<file path="src/rtl/timer16_pkg.sv">
// Purpose: constants for the 16-bit capture/compare timer
// Assumes: AXI4-Lite register access, 32-bit data
// Notes:   offsets are byte addresses
package timer16_pkg;
	localparam int          AddrW        = 8;
	localparam logic [7:0]  OffCtrl      = 8'h00;
	localparam logic [7:0]  OffPrescale  = 8'h04;
	localparam logic [7:0]  OffCapCtrl   = 8'h08;
	localparam logic [7:0]  OffOutCtrl   = 8'h0C;
	localparam logic [7:0]  OffPeriod    = 8'h10;
	localparam logic [7:0]  OffDuty      = 8'h14;
	localparam logic [7:0]  OffCount     = 8'h18;
	localparam logic [7:0]  OffStatus    = 8'h1C;
	// control fields
	localparam int          CtlRunLo     = 0;
	localparam int          CtlRunHi     = 1;
	localparam int          CtlOvf       = 2;
	// prescaler fields
	localparam int          PreSelLo     = 0;
	localparam int          PreSelHi     = 1;
	localparam int          PreEdge0Lo   = 4;
	localparam int          PreEdge0Hi   = 5;
	localparam int          PreEdge1Lo   = 6;
	localparam int          PreEdge1Hi   = 7;
	// capture control fields
	localparam int          CcPeriodCap  = 0;
	localparam int          CcSrcSel     = 1;
	localparam int          CcDutyCap    = 2;
	// output control fields
	localparam int          OcPerInv     = 0;
	localparam int          OcDutyInv    = 1;
	localparam int          OcOneShot    = 2;
	localparam int          OcSwTrig     = 3;
	localparam int          OcOutEn      = 4;
	localparam int          OcMask0      = 5;
	localparam int          OcMaskN      = 6;
	// status fields
	localparam int          StFlag0      = 0;
	localparam int          StFlagN      = 1;
	// run modes
	localparam logic [1:0]  RunStop      = 2'h0;
	localparam logic [1:0]  RunEdgeClr   = 2'h1;
	localparam logic [1:0]  RunFree      = 2'h2;
	localparam logic [1:0]  RunMatchClr  = 2'h3;
	localparam logic [15:0] CountMax     = 16'hFFFF;
	localparam logic [15:0] CountZero    = 16'h0000;
	localparam logic [15:0] CountOne     = 16'h0001;
	localparam int          EventStartN  = 2;
	localparam logic [1:0]  RespOkay     = 2'h0;
	localparam logic [1:0]  RespSlvErr   = 2'h2;
	typedef enum logic [1:0] {OsIdle = 2'b01, OsActive = 2'b10} oneshot_t;
endpackage : timer16_pkg

</file>
<file path="src/rtl/timer16_capture_compare.sv">
// Purpose: 16-bit timer/event counter with two capture/compare registers
// Assumes: single core clock, synchronous reset, AXI4-Lite slave
// Notes:   count clock is an enable pulse from a prescaler or from the edge input
//
// Our own choices: the AXI4-Lite slave port and the placing of the registers.
`timescale 1ns/1ps
module timer16_capture_compare
	import timer16_pkg::*;
#(
	parameter int PrescaleW = 8
)(
	// clock and reset
	input  wire logic                      core_clk,
	input  wire logic                      srst,
	// axi4-lite write
	input  wire logic [timer16_pkg::AddrW-1:0] awaddr,
	input  wire logic                      awvalid,
	output logic                           awready,
	input  wire logic [31:0]               wdata,
	input  wire logic [3:0]                wstrb,
	input  wire logic                      wvalid,
	output logic                           wready,
	output logic [1:0]                     bresp,
	output logic                           bvalid,
	input  wire logic                      bready,
	// axi4-lite read
	input  wire logic [timer16_pkg::AddrW-1:0] araddr,
	input  wire logic                      arvalid,
	output logic                           arready,
	output logic [31:0]                    rdata,
	output logic [1:0]                     rresp,
	output logic                           rvalid,
	input  wire logic                      rready,
	// pins
	input  wire logic                      triggerIn0,
	input  wire logic                      sharedPortPinIn,
	output logic                           sharedPortPinOut,
	output logic                           sharedPortPinOeN,
	// events
	output logic                           match0Irq,
	output logic                           matchnIrq
);
	import timer16_pkg::*;

	logic [15:0] mainCounter_q, periodCompareReg_q, dutyCompareReg_q;
	logic [1:0]  runMode_q;
	logic [7:0]  prescalerModeReg_q;
	logic [2:0]  capCtrl_q;
	logic [6:0]  outCtrl_q;
	logic        overflowFlag_q, flag0_q, flagN_q, timerOut_q;
	logic        capPending0_q, capPendingN_q;
	logic [PrescaleW-1:0] preDiv_q;
	logic        tick, tickFall, running, edgeClocked;
	logic [1:0]  sync0_q, sync1_q;
	logic [1:0]  samp0_q, samp1_q;
	logic        lvl0_q, lvl1_q, edge0, edge1;
	logic [1:0]  evCount_q;
	oneshot_t    osState_q;

	function automatic logic edgeValid(input logic [1:0] sel, input logic prev,
		input logic cur);
		edgeValid = (prev != cur) && ((sel == 2'h3) || (sel == 2'h1 && cur)
			|| (sel == 2'h0 && !cur));
	endfunction : edgeValid

	assign running = runMode_q != RunStop;
	assign edgeClocked = prescalerModeReg_q[PreSelHi:PreSelLo] == 2'h3;

	// two-flop synchronisers for the pins
	always_ff @(posedge core_clk)
	begin
		sync0_q <= {sync0_q[0], triggerIn0};
		sync1_q <= {sync1_q[0], sharedPortPinIn};
	end

	// prescaler: tick on rising half, tickFall equal to tick
	always_ff @(posedge core_clk)
	begin
		if (srst || !running)
			preDiv_q <= '0;
		else
			preDiv_q <= preDiv_q + PrescaleW'(1);
	end
	always_comb
	begin
		unique case (prescalerModeReg_q[PreSelHi:PreSelLo])
		2'h0:    tick = running;
		2'h1:    tick = running && (preDiv_q[1:0] == 2'h3);
		2'h2:    tick = running && (preDiv_q == '1);
		default: tick = running && edge0 && (evCount_q == 2'(EventStartN));
		endcase
	end
	assign tickFall = tick;

	// noise filter: two equal samples on core clock if edge-clocked,
	// else on the count tick; stored level survives stop for edge check
	always_ff @(posedge core_clk)
	begin
		if (srst)
		begin
			samp0_q <= 2'h0;
			samp1_q <= 2'h0;
		end
		else if (edgeClocked || tick || !running)
		begin
			samp0_q <= {samp0_q[0], sync0_q[1]};
			samp1_q <= {samp1_q[0], sync1_q[1]};
		end
	end
	always_ff @(posedge core_clk)
	begin
		if (srst)
		begin
			lvl0_q <= 1'b0;
			lvl1_q <= 1'b0;
		end
		else if (running)
		begin
			if (samp0_q[1] == samp0_q[0])
				lvl0_q <= samp0_q[0];
			if (samp1_q[1] == samp1_q[0])
				lvl1_q <= samp1_q[0];
		end
	end
	// level held since stop is compared once counting resumes
	assign edge0 = running && samp0_q[1] == samp0_q[0]
		&& edgeValid(prescalerModeReg_q[PreEdge0Hi:PreEdge0Lo], lvl0_q, samp0_q[0]);
	assign edge1 = running && !outCtrl_q[OcOutEn] && samp1_q[1] == samp1_q[0]
		&& edgeValid(prescalerModeReg_q[PreEdge1Hi:PreEdge1Lo], lvl1_q, samp1_q[0]);

	always_ff @(posedge core_clk)
	begin
		if (srst || !running)
			evCount_q <= 2'h0;
		else if (edgeClocked && edge0 && evCount_q != 2'(EventStartN))
			evCount_q <= evCount_q + 2'h1;
	end

	// axi4-lite slave
	logic        wrFire, rdFire, awHeld_q, wHeld_q;
	logic [7:0]  awAddr_q;
	logic [31:0] wData_q;
	logic        wStrb0_q;
	logic        swTrig;
	assign awready = !awHeld_q && !bvalid;
	assign wready  = !wHeld_q && !bvalid;
	assign wrFire  = (awHeld_q || (awvalid && awready)) && (wHeld_q || (wvalid && wready));
	assign arready = !rvalid;
	assign rdFire  = arvalid && arready;
	logic [7:0]  wAddr;
	logic [31:0] wDat;
	assign wAddr = awHeld_q ? awAddr_q : awaddr;
	assign wDat  = wHeld_q ? wData_q : wdata;
	always_ff @(posedge core_clk)
	begin
		if (srst || wrFire)
		begin
			awHeld_q <= 1'b0;
			wHeld_q  <= 1'b0;
		end
		else
		begin
			if (awvalid && awready)
			begin
				awHeld_q <= 1'b1;
				awAddr_q <= awaddr;
			end
			if (wvalid && wready)
			begin
				wHeld_q <= 1'b1;
				wData_q <= wdata;
				wStrb0_q <= wstrb[0];
			end
		end
	end
	function automatic logic isMapped(input logic [7:0] a);
		isMapped = a[1:0] == 2'h0 && a <= OffStatus;
	endfunction : isMapped
	always_ff @(posedge core_clk)
	begin
		if (srst)
		begin
			bvalid <= 1'b0;
			bresp  <= RespOkay;
		end
		else if (wrFire)
		begin
			bvalid <= 1'b1;
			bresp  <= isMapped(wAddr) ? RespOkay : RespSlvErr;
		end
		else if (bready)
			bvalid <= 1'b0;
	end
	// lane 0 strobe is kept with held write data so an early w beat keeps its mask
	logic wrLane0, wstrbOk;
	assign wstrbOk = wHeld_q ? wStrb0_q : wstrb[0];
	assign wrLane0 = wrFire && wstrbOk;
	assign swTrig = wrLane0 && wAddr == OffOutCtrl && wDat[OcSwTrig];

	// configuration registers; software trigger bit self-clears
	always_ff @(posedge core_clk)
	begin
		if (srst)
		begin
			runMode_q          <= RunStop;
			prescalerModeReg_q <= 8'h00;
			capCtrl_q          <= 3'h0;
			outCtrl_q          <= 7'h00;
		end
		else if (wrLane0)
		begin
			unique case (wAddr)
			OffCtrl:     runMode_q          <= wDat[CtlRunHi:CtlRunLo];
			OffPrescale: prescalerModeReg_q <= wDat[7:0];
			OffCapCtrl:  capCtrl_q          <= wDat[2:0];
			OffOutCtrl:  outCtrl_q          <= {wDat[6:4], 1'b0, wDat[2:0]};
			default:     ;
			endcase
		end
	end

	// matches and one-shot window
	logic match0, matchN, clrStart, cap0, capN, wrap;
	assign match0 = tick && mainCounter_q == periodCompareReg_q;
	assign matchN = tick && mainCounter_q == dutyCompareReg_q;
	assign wrap   = tick && mainCounter_q == CountMax && runMode_q != RunMatchClr;
	assign cap0 = capCtrl_q[CcPeriodCap] && !(capCtrl_q[CcSrcSel]
		&& prescalerModeReg_q[PreEdge0Hi:PreEdge0Lo] == 2'h3)
		&& (capCtrl_q[CcSrcSel] ? 1'b0 : edge1);
	assign capN = capCtrl_q[CcDutyCap] && edge0 && !edgeClocked;
	assign clrStart = (runMode_q == RunEdgeClr && edge0 && !edgeClocked) || swTrig
		|| (outCtrl_q[OcOneShot] && edge0 && osState_q == OsIdle && !edgeClocked);

	// main counter keeps counting through any compare rewrite
	always_ff @(posedge core_clk)
	begin
		if (srst || !running)
			mainCounter_q <= CountZero;
		else if (clrStart)
			mainCounter_q <= CountZero;
		else if (runMode_q == RunMatchClr && match0)
			mainCounter_q <= CountZero;
		else if (tick)
			mainCounter_q <= mainCounter_q + CountOne;
	end

	// compare/capture registers: capture commits on tickFall; its request pends until the next tick
	always_ff @(posedge core_clk)
	begin
		if (srst)
		begin
			periodCompareReg_q <= CountZero;
			dutyCompareReg_q   <= CountZero;
		end
		else
		begin
			if (cap0 && tickFall)
				periodCompareReg_q <= mainCounter_q;
			else if (wrLane0 && wAddr == OffPeriod)
				periodCompareReg_q <= wDat[15:0];
			if (capN && tickFall)
				dutyCompareReg_q <= mainCounter_q;
			else if (wrLane0 && wAddr == OffDuty)
				dutyCompareReg_q <= wDat[15:0];
		end
	end
	always_ff @(posedge core_clk)
	begin
		if (srst)
		begin
			capPending0_q <= 1'b0;
			capPendingN_q <= 1'b0;
		end
		else
		begin
			if (tickFall && (cap0 || (capCtrl_q[CcSrcSel] && edge1)))
				capPending0_q <= 1'b1;
			else if (tick)
				capPending0_q <= 1'b0;
			if (tickFall && capN)
				capPendingN_q <= 1'b1;
			else if (tick)
				capPendingN_q <= 1'b0;
		end
	end

	// request flags: set wins over a software clear
	logic req0, reqN, clr0, clrN, clrOvf;
	assign req0 = (match0 && !capCtrl_q[CcPeriodCap]) || (capPending0_q && tick);
	assign reqN = (matchN && !capCtrl_q[CcDutyCap]) || (capPendingN_q && tick);
	assign clr0 = wrLane0 && wAddr == OffStatus && wDat[StFlag0];
	assign clrN = wrLane0 && wAddr == OffStatus && wDat[StFlagN];
	assign clrOvf = wrLane0 && wAddr == OffCtrl && !wDat[CtlOvf];
	always_ff @(posedge core_clk)
	begin
		if (srst)
		begin
			flag0_q <= 1'b0;
			flagN_q <= 1'b0;
		end
		else
		begin
			flag0_q <= req0 || (flag0_q && !clr0);
			flagN_q <= reqN || (flagN_q && !clrN);
		end
	end
	assign match0Irq = flag0_q && !outCtrl_q[OcMask0];
	assign matchnIrq = flagN_q && !outCtrl_q[OcMaskN];

	// overflow: hold until cleared; a clear while running with count 0000 is refused
	always_ff @(posedge core_clk)
	begin
		if (srst)
			overflowFlag_q <= 1'b0;
		else if (wrap)
			overflowFlag_q <= 1'b1;
		else if (clrOvf && !(running && mainCounter_q == CountZero && overflowFlag_q))
			overflowFlag_q <= 1'b0;
	end

	// timer output: inversion on matches, except match0 clears and duty match sets in RunMatchClr; one-shot set/reset by the two compares
	logic osOn, osOff;
	logic [15:0] loCmp, hiCmp;
	assign loCmp = (dutyCompareReg_q < periodCompareReg_q) ? dutyCompareReg_q
		: periodCompareReg_q;
	assign hiCmp = (dutyCompareReg_q < periodCompareReg_q) ? periodCompareReg_q
		: dutyCompareReg_q;
	assign osOn  = tick && mainCounter_q == loCmp;
	assign osOff = tick && mainCounter_q == hiCmp;
	always_ff @(posedge core_clk)
	begin
		if (srst || !running)
		begin
			timerOut_q <= 1'b0;
			osState_q  <= OsIdle;
		end
		else if (outCtrl_q[OcOneShot])
		begin
			if (clrStart)
				osState_q <= OsActive;
			else if (osState_q == OsActive && osOn)
				timerOut_q <= 1'b1;
			else if (osState_q == OsActive && osOff)
			begin
				timerOut_q <= 1'b0;
				osState_q  <= OsIdle;
			end
		end
		else if ((match0 && outCtrl_q[OcPerInv] && runMode_q == RunMatchClr)
			|| (matchN && outCtrl_q[OcDutyInv] && runMode_q == RunMatchClr))
			timerOut_q <= match0 ? 1'b0 : 1'b1;
		else if ((match0 && outCtrl_q[OcPerInv]) || (matchN && outCtrl_q[OcDutyInv]))
			timerOut_q <= !timerOut_q;
	end
	assign sharedPortPinOut = timerOut_q;
	assign sharedPortPinOeN = !outCtrl_q[OcOutEn];

	// read channel
	always_ff @(posedge core_clk)
	begin
		if (srst)
		begin
			rvalid <= 1'b0;
			rdata  <= 32'h0000_0000;
			rresp  <= RespOkay;
		end
		else if (rdFire)
		begin
			rvalid <= 1'b1;
			rresp  <= isMapped(araddr) ? RespOkay : RespSlvErr;
			unique case (araddr)
			OffCtrl:     rdata <= {29'h0, overflowFlag_q, runMode_q};
			OffPrescale: rdata <= {24'h0, prescalerModeReg_q};
			OffCapCtrl:  rdata <= {29'h0, capCtrl_q};
			OffOutCtrl:  rdata <= {25'h0, outCtrl_q};
			OffPeriod:   rdata <= {16'h0, periodCompareReg_q};
			OffDuty:     rdata <= {16'h0, dutyCompareReg_q};
			OffCount:    rdata <= {16'h0, mainCounter_q};
			OffStatus:   rdata <= {30'h0, flagN_q, flag0_q};
			default:     rdata <= 32'h0000_0000;
			endcase
		end
		else if (rready)
			rvalid <= 1'b0;
	end
endmodule : timer16_capture_compare

</file>
<file path="config.mk">
export PLATFORM = sky130hd
export DESIGN_NAME = timer16_capture_compare
export DESIGN_NICKNAME = d
export VERILOG_FILES = /design/src/rtl/timer16_pkg.sv /design/src/rtl/timer16_capture_compare.sv
export SDC_FILE = /design/constraint.sdc
export NUM_CORES = 1
export LEC_CHECK = 0
export ABC_AREA = 1
export BUFFER_PORTS_ARGS = -buffer_cell sky130_fd_sc_hd__buf_2
export CORE_ASPECT_RATIO = 0.75
export CORE_MARGIN = 2
export CORE_UTILIZATION = 57
export CTS_BUF_LIST = sky130_fd_sc_hd__clkbuf_16
export CTS_CLUSTER_SIZE = 24
export DETAILED_ROUTE_END_ITERATION = 8
export PLACE_DENSITY = 0.79
export SLEW_MARGIN = 10
export SYNTH_ARGS = -nofsm -noshare
export SYNTH_HDL_FRONTEND = slang
export SYNTH_SLANG_ARGS = --single-unit
</file>
<file path="constraint.sdc">
create_clock -name core_clk -period 5.9 [get_ports core_clk]
set_clock_uncertainty 0.1 [all_clocks]
set_input_delay 0.295 -clock core_clk [delete_from_list [all_inputs] [get_ports core_clk]]
set_output_delay 0.295 -clock core_clk [all_outputs]
set_load 0.02 [all_outputs]
</file>
# --- Word-level counts from Yosys, hierarchy flattened ---
# Index checks and enable logic that the tools add are counted.
# W data, S select, Z words.
totals:
  regBits: 160
  output_inout_bits: 45
classes:
  n_addsub: 3
  order_cmp: 3
  eq_ne: 41
  mux: 33
  bitwise_logic: 1
  n_reduce_logical: 140
ops:
  columns: ["operator", "n"]
  rows:
  - ["$pmux W16 S8", 1]
  - ["$mux W16", 7]
  - ["$logic_and A1 B1 Y1", 73]
  - ["$eq A16 B16 Y1", 4]
  - ["$eq A8 B5 Y1 const B", 7]
  - ["$eq A8 B4 Y1 const B", 4]
  - ["$logic_not A1 Y1", 19]
  - ["$logic_or A1 B1 Y1", 19]
  - ["$mux W1", 18]
  - ["$reduce_bool A2 Y1", 9]
  - ["$add A16 B1 Y16 const B", 1]
  - ["$eq A16 B16 Y1 const B", 1]
  - ["$eq A2 B2 Y1 const B", 8]
  - ["$eq A8 B3 Y1 const B", 2]
  - ["$le A8 B5 Y1 const B", 2]
  - ["$logic_not A16 Y1", 1]
  - ["$logic_not A8 Y1", 2]
  - ["$lt A16 B16 Y1", 1]
  - ["$reduce_and A2 Y1", 8]
  - ["$eq A2 B1 Y1 const B", 5]
  - ["$logic_not A2 Y1", 5]
  - ["$mux W2", 5]
  - ["$add A8 B1 Y8 const B", 1]
  - ["$eq A8 B8 Y1 const B", 1]
  - ["other kinds (11)", 17]

# --- Depth between registers and ports, before layout ---
logic_depth:
  word_depth: 15
  depth_mapped: 23

# --- Worst setup path after synthesis ---
# Ideal clock, no wire load.
synth_timing:
  kind: "flip-flop to flip-flop"
  start: "reg periodCompareReg_q[9]"
  end: "reg osState_q[0]"
  arrival_ns: 2.270
  t_required_ns: 5.679
  path_slack_ns: 3.409
  stages_incl_launch_ff: 21
  path_cell_list: "dfxtp_1 -> inv_1 -> ha_1 -> nand2_1 -> inv_1 -> o21bai_1 -> a21oi_1 -> nor2_2 -> nand2_1 -> buf_2 -> buf_4 -> o21ai_0 -> nand3_1 -> nor2_1 -> nand2_1 -> nor2_1 -> nand2_1 -> nand4_1 -> nand2_1 -> nand2_1 -> nand2_1"
synth_between:
  elab_chain_cells: 7
  elab_cells_between_ends: 12
  classes_between: "1 x order compare; 3 x eq/ne; 2 x mux; 6 x reduce/logical"
synth_rtl:
  columns: ["element", "line_no", "text"]
  rows:
  - ["start, declared", "timer16_capture_compare.sv:45", "logic [15:0] mainCounter_q, periodCompareReg_q, dutyCompareReg_q;"]
  - ["start signal, assigned", "timer16_capture_compare.sv:252", "periodCompareReg_q <= CountZero;"]
  - ["start signal, assigned", "timer16_capture_compare.sv:258", "periodCompareReg_q <= mainCounter_q;"]
  - ["start signal, assigned", "timer16_capture_compare.sv:260", "periodCompareReg_q <= wDat[15:0];"]
  - ["$lt A16 B16 Y1", "timer16_capture_compare.sv:324, timer16_capture_compare.sv:326", null]
  - ["$mux W16, on equally long branches", "timer16_capture_compare.sv:324, timer16_capture_compare.sv:326", null]
  - ["$eq A16 B16 Y1, on equally long branches", "timer16_capture_compare.sv:328, timer16_capture_compare.sv:329", null]
  - ["$logic_and A1 B1 Y1, on equally long branches", "timer16_capture_compare.sv:328, timer16_capture_compare.sv:329", null]
  - ["$logic_and A1 B1 Y1, on equally long branches", "timer16_capture_compare.sv:341, timer16_capture_compare.sv:343", null]
  - ["$ne A2 B2 Y1 (no line) / $reduce_bool A2 Y1 (equally long branches)", null, null]
  - ["$reduce_and A3 Y1 (no line) (*)", null, null]
  - ["end signal, assigned", "timer16_capture_compare.sv:335", "osState_q <= OsIdle;"]
  - ["end signal, assigned", "timer16_capture_compare.sv:340", "osState_q <= OsActive;"]
  - ["end signal, assigned", "timer16_capture_compare.sv:346", "osState_q <= OsIdle;"]
  - ["end, declared", "timer16_capture_compare.sv:58", "oneshot_t osState_q;"]
# Mark *: on every way between the ends. The rest lies on a longest branch, timed or not.
# A chain may end at the register's enable or synchronous reset.

# --- Worst setup path after layout ---
layout_timing:
  start: "reg periodCompareReg_q[15]"
  end: "reg osState_q[0]"
# The elaborated chain is that of the path after synthesis.

==> impl_results.md <==
* Status: finished, final reports clean
* Sequential fraction of the synthesis area at 0.3784
* Antenna violation net count after detailed routing at 0
* Endpoints failing hold at 0
* Switching share of power at 0.2457
* # clock sinks at 142
* Initial antenna violation count at 0
* Fin Hold WS at 47.68 ps
* Drt first pass iters at 6
* PostCTS Resize Cnt at 0
* GPL Wtd Cong at 0.9968
* Period utilisation layout at 0.6548
* CP dominant cell by count: nand2_1
* Synthesized flop and latch total at 142
* Final setup vio count at 0
* Cell at the slowest stage of the critical path: dfxtp_1
* Area growth from synthesis to layout at 14.86%
* # Max-Cap Violations at 0
* Post-synth EDFFs at 25
* Total track usage at 0.3415
* Wire per inst at 18.40 um
* F_max at 258.8 MHz
* Routed WL at approximately 26000 um
* Layout cells sized above 1 at 0.1183
* Total CTS buffers at 17
* Yosys warnings at 0
* CTS root buf: clkbuf_16
* Port bufs at 68
* Total grt overflow at 0
* Core ar. at roughly 14000 um^2
* CP arrival at between 4000 and 5000 ps
* Crit-path cells: inv_1, ha_1, nand2_1, inv_1, nand3_1, nor3_1, nand2_2, nand2_1, buf_4, nand2_1, nand3_1, nand2_1, nor2_1, nand2_1, nor2_1, nand2_1, nand4_1, nand2_1, nand2_1, nand2_1
* Die footprint at 15320 um^2
* CP Buf/Inv Count at 3
* Die height at approximately 110 um
* Dpl hpwl at between 15000 and 20000 um
* Peak supply drop at about 0.22 mV
* DRC violations left at 0
* Distinct cells, synth at 54
* Setup Total Neg Slack at 0 ps
* Setup Crit Path Kind: register to register
* Power per cell area at 247.0 nW/um^2
* Internal Pwr Total at 0.001749 W
* Mapped cell area at 8174 um^2
* Synth async-reset ratio at 0
* Slew @ Worst Pin at 1229 ps
* Max-Slew Margin vs Limit at 0.1806
* CTS tree: built
* Pin count of the biggest net entering global routing at 59
* Vias in the first global route at 7307
* Reg clk slew, reported paths at 70 ps
* # hold bufs at CTS at 27
* H-Tree Depth at 4
* Sw Pwr at 0.0005697 W
* Core Rows at 37
* CTS Buffer Depth at 2
* Top FF cell, synth: dfxtp_1
* CP Data Required Time at 6120 ps
* Initial Util at 0.5905
* Final slew viol count at 0
* Hold crit path type: primary input to register
* Global-route wire length before repair at 39530 um
* Post-layout min period at 3864 ps
* Tot Pwr at about 0.0023 W
* Crit path max fanout at 26
* Postcts setup bufs at 0
* Worst skew pair latency at 440 ps
* Combinational share of power at 0.070
* Worst path top cell family by delay: simple AND/OR/NAND/NOR gates
* RSZ-0062 raised after global routing: false
* Nets at 1313
* CP max stage delay at 450 ps
* Die X at 142.3 um
* CP endpoint kind: register
* Clk pwr share at 0.490
* Crit start category: register
* Avg Cell Area, Syn at 7.059 um^2
* LEAKAGE at ~3.8 nW
* Sequential power share at 0.439
* IO Count at 106
* Vias post-DR at 8364
* Via/cell ratio at 5.898
* # diodes at 0
* DR iter-0 viols at about 1100
* Mapped Cells at 1158
## cell usage in the layout (no fill, tap or decap), types with 12 or more instances in the layout
cell and instances:
nand2_1 280, dfxtp_1 117, a21oi_1 108, inv_1 107, o21ai_0 102, nand3_1 84
nor2_1 73, buf_2 68, dlygate4sd3_1 27, edfxtp_1 25, ha_1 22, conb_1 18
clkbuf_16 18, nor3_1 16, o22ai_1 16, mux2_2 15, clkinv_1 13, xnor2_1 13
nand4_1 13, o21ai_1 12
## state kept, by name (all words and copies together), names as in the netlist, 2 cells and up
signal,count
dutyCompareReg_q,16
mainCounter_q,16
periodCompareReg_q,16
rdata,16
wData_q,16
awAddr_q,8
preDiv_q,8
prescalerModeReg_q,8
outCtrl_q,6
capCtrl_q,3
evCount_q,2
osState_q,2
runMode_q,2
samp0_q,2
samp1_q,2
sync0_q,2
sync1_q,2
## final timing paths
path	from	to	slack [ps]	cells past startpoint
setup / recovery	periodCompareReg_q[15]	osState_q[0]	2040	20
setup reg to reg	periodCompareReg_q[15]	osState_q[0]	2040	20
hold / removal	bready	bvalid	50	4
hold reg to reg	sync0_q[0]	sync0_q[1]	230	0
## kinds of logic (layout without fill, tap and decap cells)
kind of cell | count (synthesis) | count (layout) | share of synthesized area
and+or+nand+nor | 498 | 498 | 0.2645
other | 1 | 18 | 0.0004588
buffers and inverters | 190 | 258 | 0.09980
DFF | 142 | 142 | 0.3784
AOI/OAI and AO/OA | 271 | 271 | 0.1820
xor gates and xnor gates | 18 | 18 | 0.01929
adders and majority gates | 22 | 22 | 0.03367
muxes | 16 | 16 | 0.02189
## final cells by class
class | count | area (um^2)
multi-input cells | 843 | 4335
clock inverters | 14 | 162.7
well taps | 175 | 219.0
flip-flops and latches | 142 | 3093
inverters | 124 | 465.4
fillers | 1186 | 4453
clock buffers | 18 | 450.4
repair buffers | 102 | 663.1
## cells in the mapped netlist (5+ instances only)
| cell | number | area share |
|---|---|---|
| o21ai_1 | 12 | 0.0073 |
| nand2_1 | 280 | 0.13 |
| o221ai_1 | 10 | 0.011 |
| nor3b_1 | 5 | 0.0046 |
| dfxtp_1 | 117 | 0.29 |
| mux2_2 | 15 | 0.021 |
| nand3_1 | 84 | 0.051 |
| clkbuf_1 | 28 | 0.013 |
| xor2_1 | 5 | 0.0054 |
| buf_4 | 20 | 0.018 |
| o21ai_0 | 102 | 0.062 |
| nor2_1 | 73 | 0.034 |
| buf_2 | 16 | 0.0098 |
| inv_2 | 7 | 0.0032 |
| o22ai_1 | 16 | 0.012 |
| nand4_1 | 13 | 0.0099 |
| a21oi_1 | 108 | 0.066 |
| ha_1 | 22 | 0.034 |
| inv_1 | 106 | 0.049 |
| clkinv_1 | 11 | 0.0051 |
| nor3_1 | 16 | 0.0098 |
| edfxtp_1 | 25 | 0.092 |
| xnor2_1 | 13 | 0.014 |
## per-layer routing
| metal | wire length (um) | vias up | GRT usage |
|---|---|---|---|
| met4 | 508 | 0 | 0.1086 |
| li1 | - | 3997 | - |
| met1 | 11110 | 3806 | 0.4704 |
| met2 | 10510 | 508 | 0.4862 |
| met3 | 3958 | 53 | 0.1388 |
| met5 | 0 | - | 0 |
## power groups by stage
| stage | Combinational [W] | Clock, W | Sequential, W |
|---|---|---|---|
| 3_3_place_gp | 0.000139 | 0 | 0.00104 |
| 3_5_place_dp | 0.000142 | 0 | 0.00104 |
| 2_1_floorplan | 0.000103 | 0 | 0.00103 |
| 4_1_cts | 0.000157 | 0.00114 | 0.00102 |
| 5_1_grt | 0.000175 | 0.00117 | 0.00102 |
| 6_report | 0.000163 | 0.00114 | 0.00102 |
## per-stage QoR
stage	worst slack (ps)	cells	cell area [um^2]	utilization
after global routing	1778	1418	9389	0.6783
after global placement	2348	1359	8506	0.6145
after CTS	2248	1418	9389	0.6783
after floorplan	3409	1175	8238	-
final	2036	1418	9389	0.6783
after detailed placement	2294	1359	8506	0.6145
## worst reg2reg max path, stage by stage, from the launching register on
cell and delay (ps):
dfxtp_1 450, inv_1 110, ha_1 310, nand2_1 50, inv_1 70, nand3_1 170
nor3_1 240, nand2_2 360, nand2_1 430, buf_4 340, nand2_1 110, nand3_1 80
nand2_1 50, nor2_1 260, nand2_1 90, nor2_1 90, nand2_1 110, nand4_1 130
nand2_1 80, nand2_1 70, nand2_1 40
Note: power is estimated with default switching activity, not from simulation.
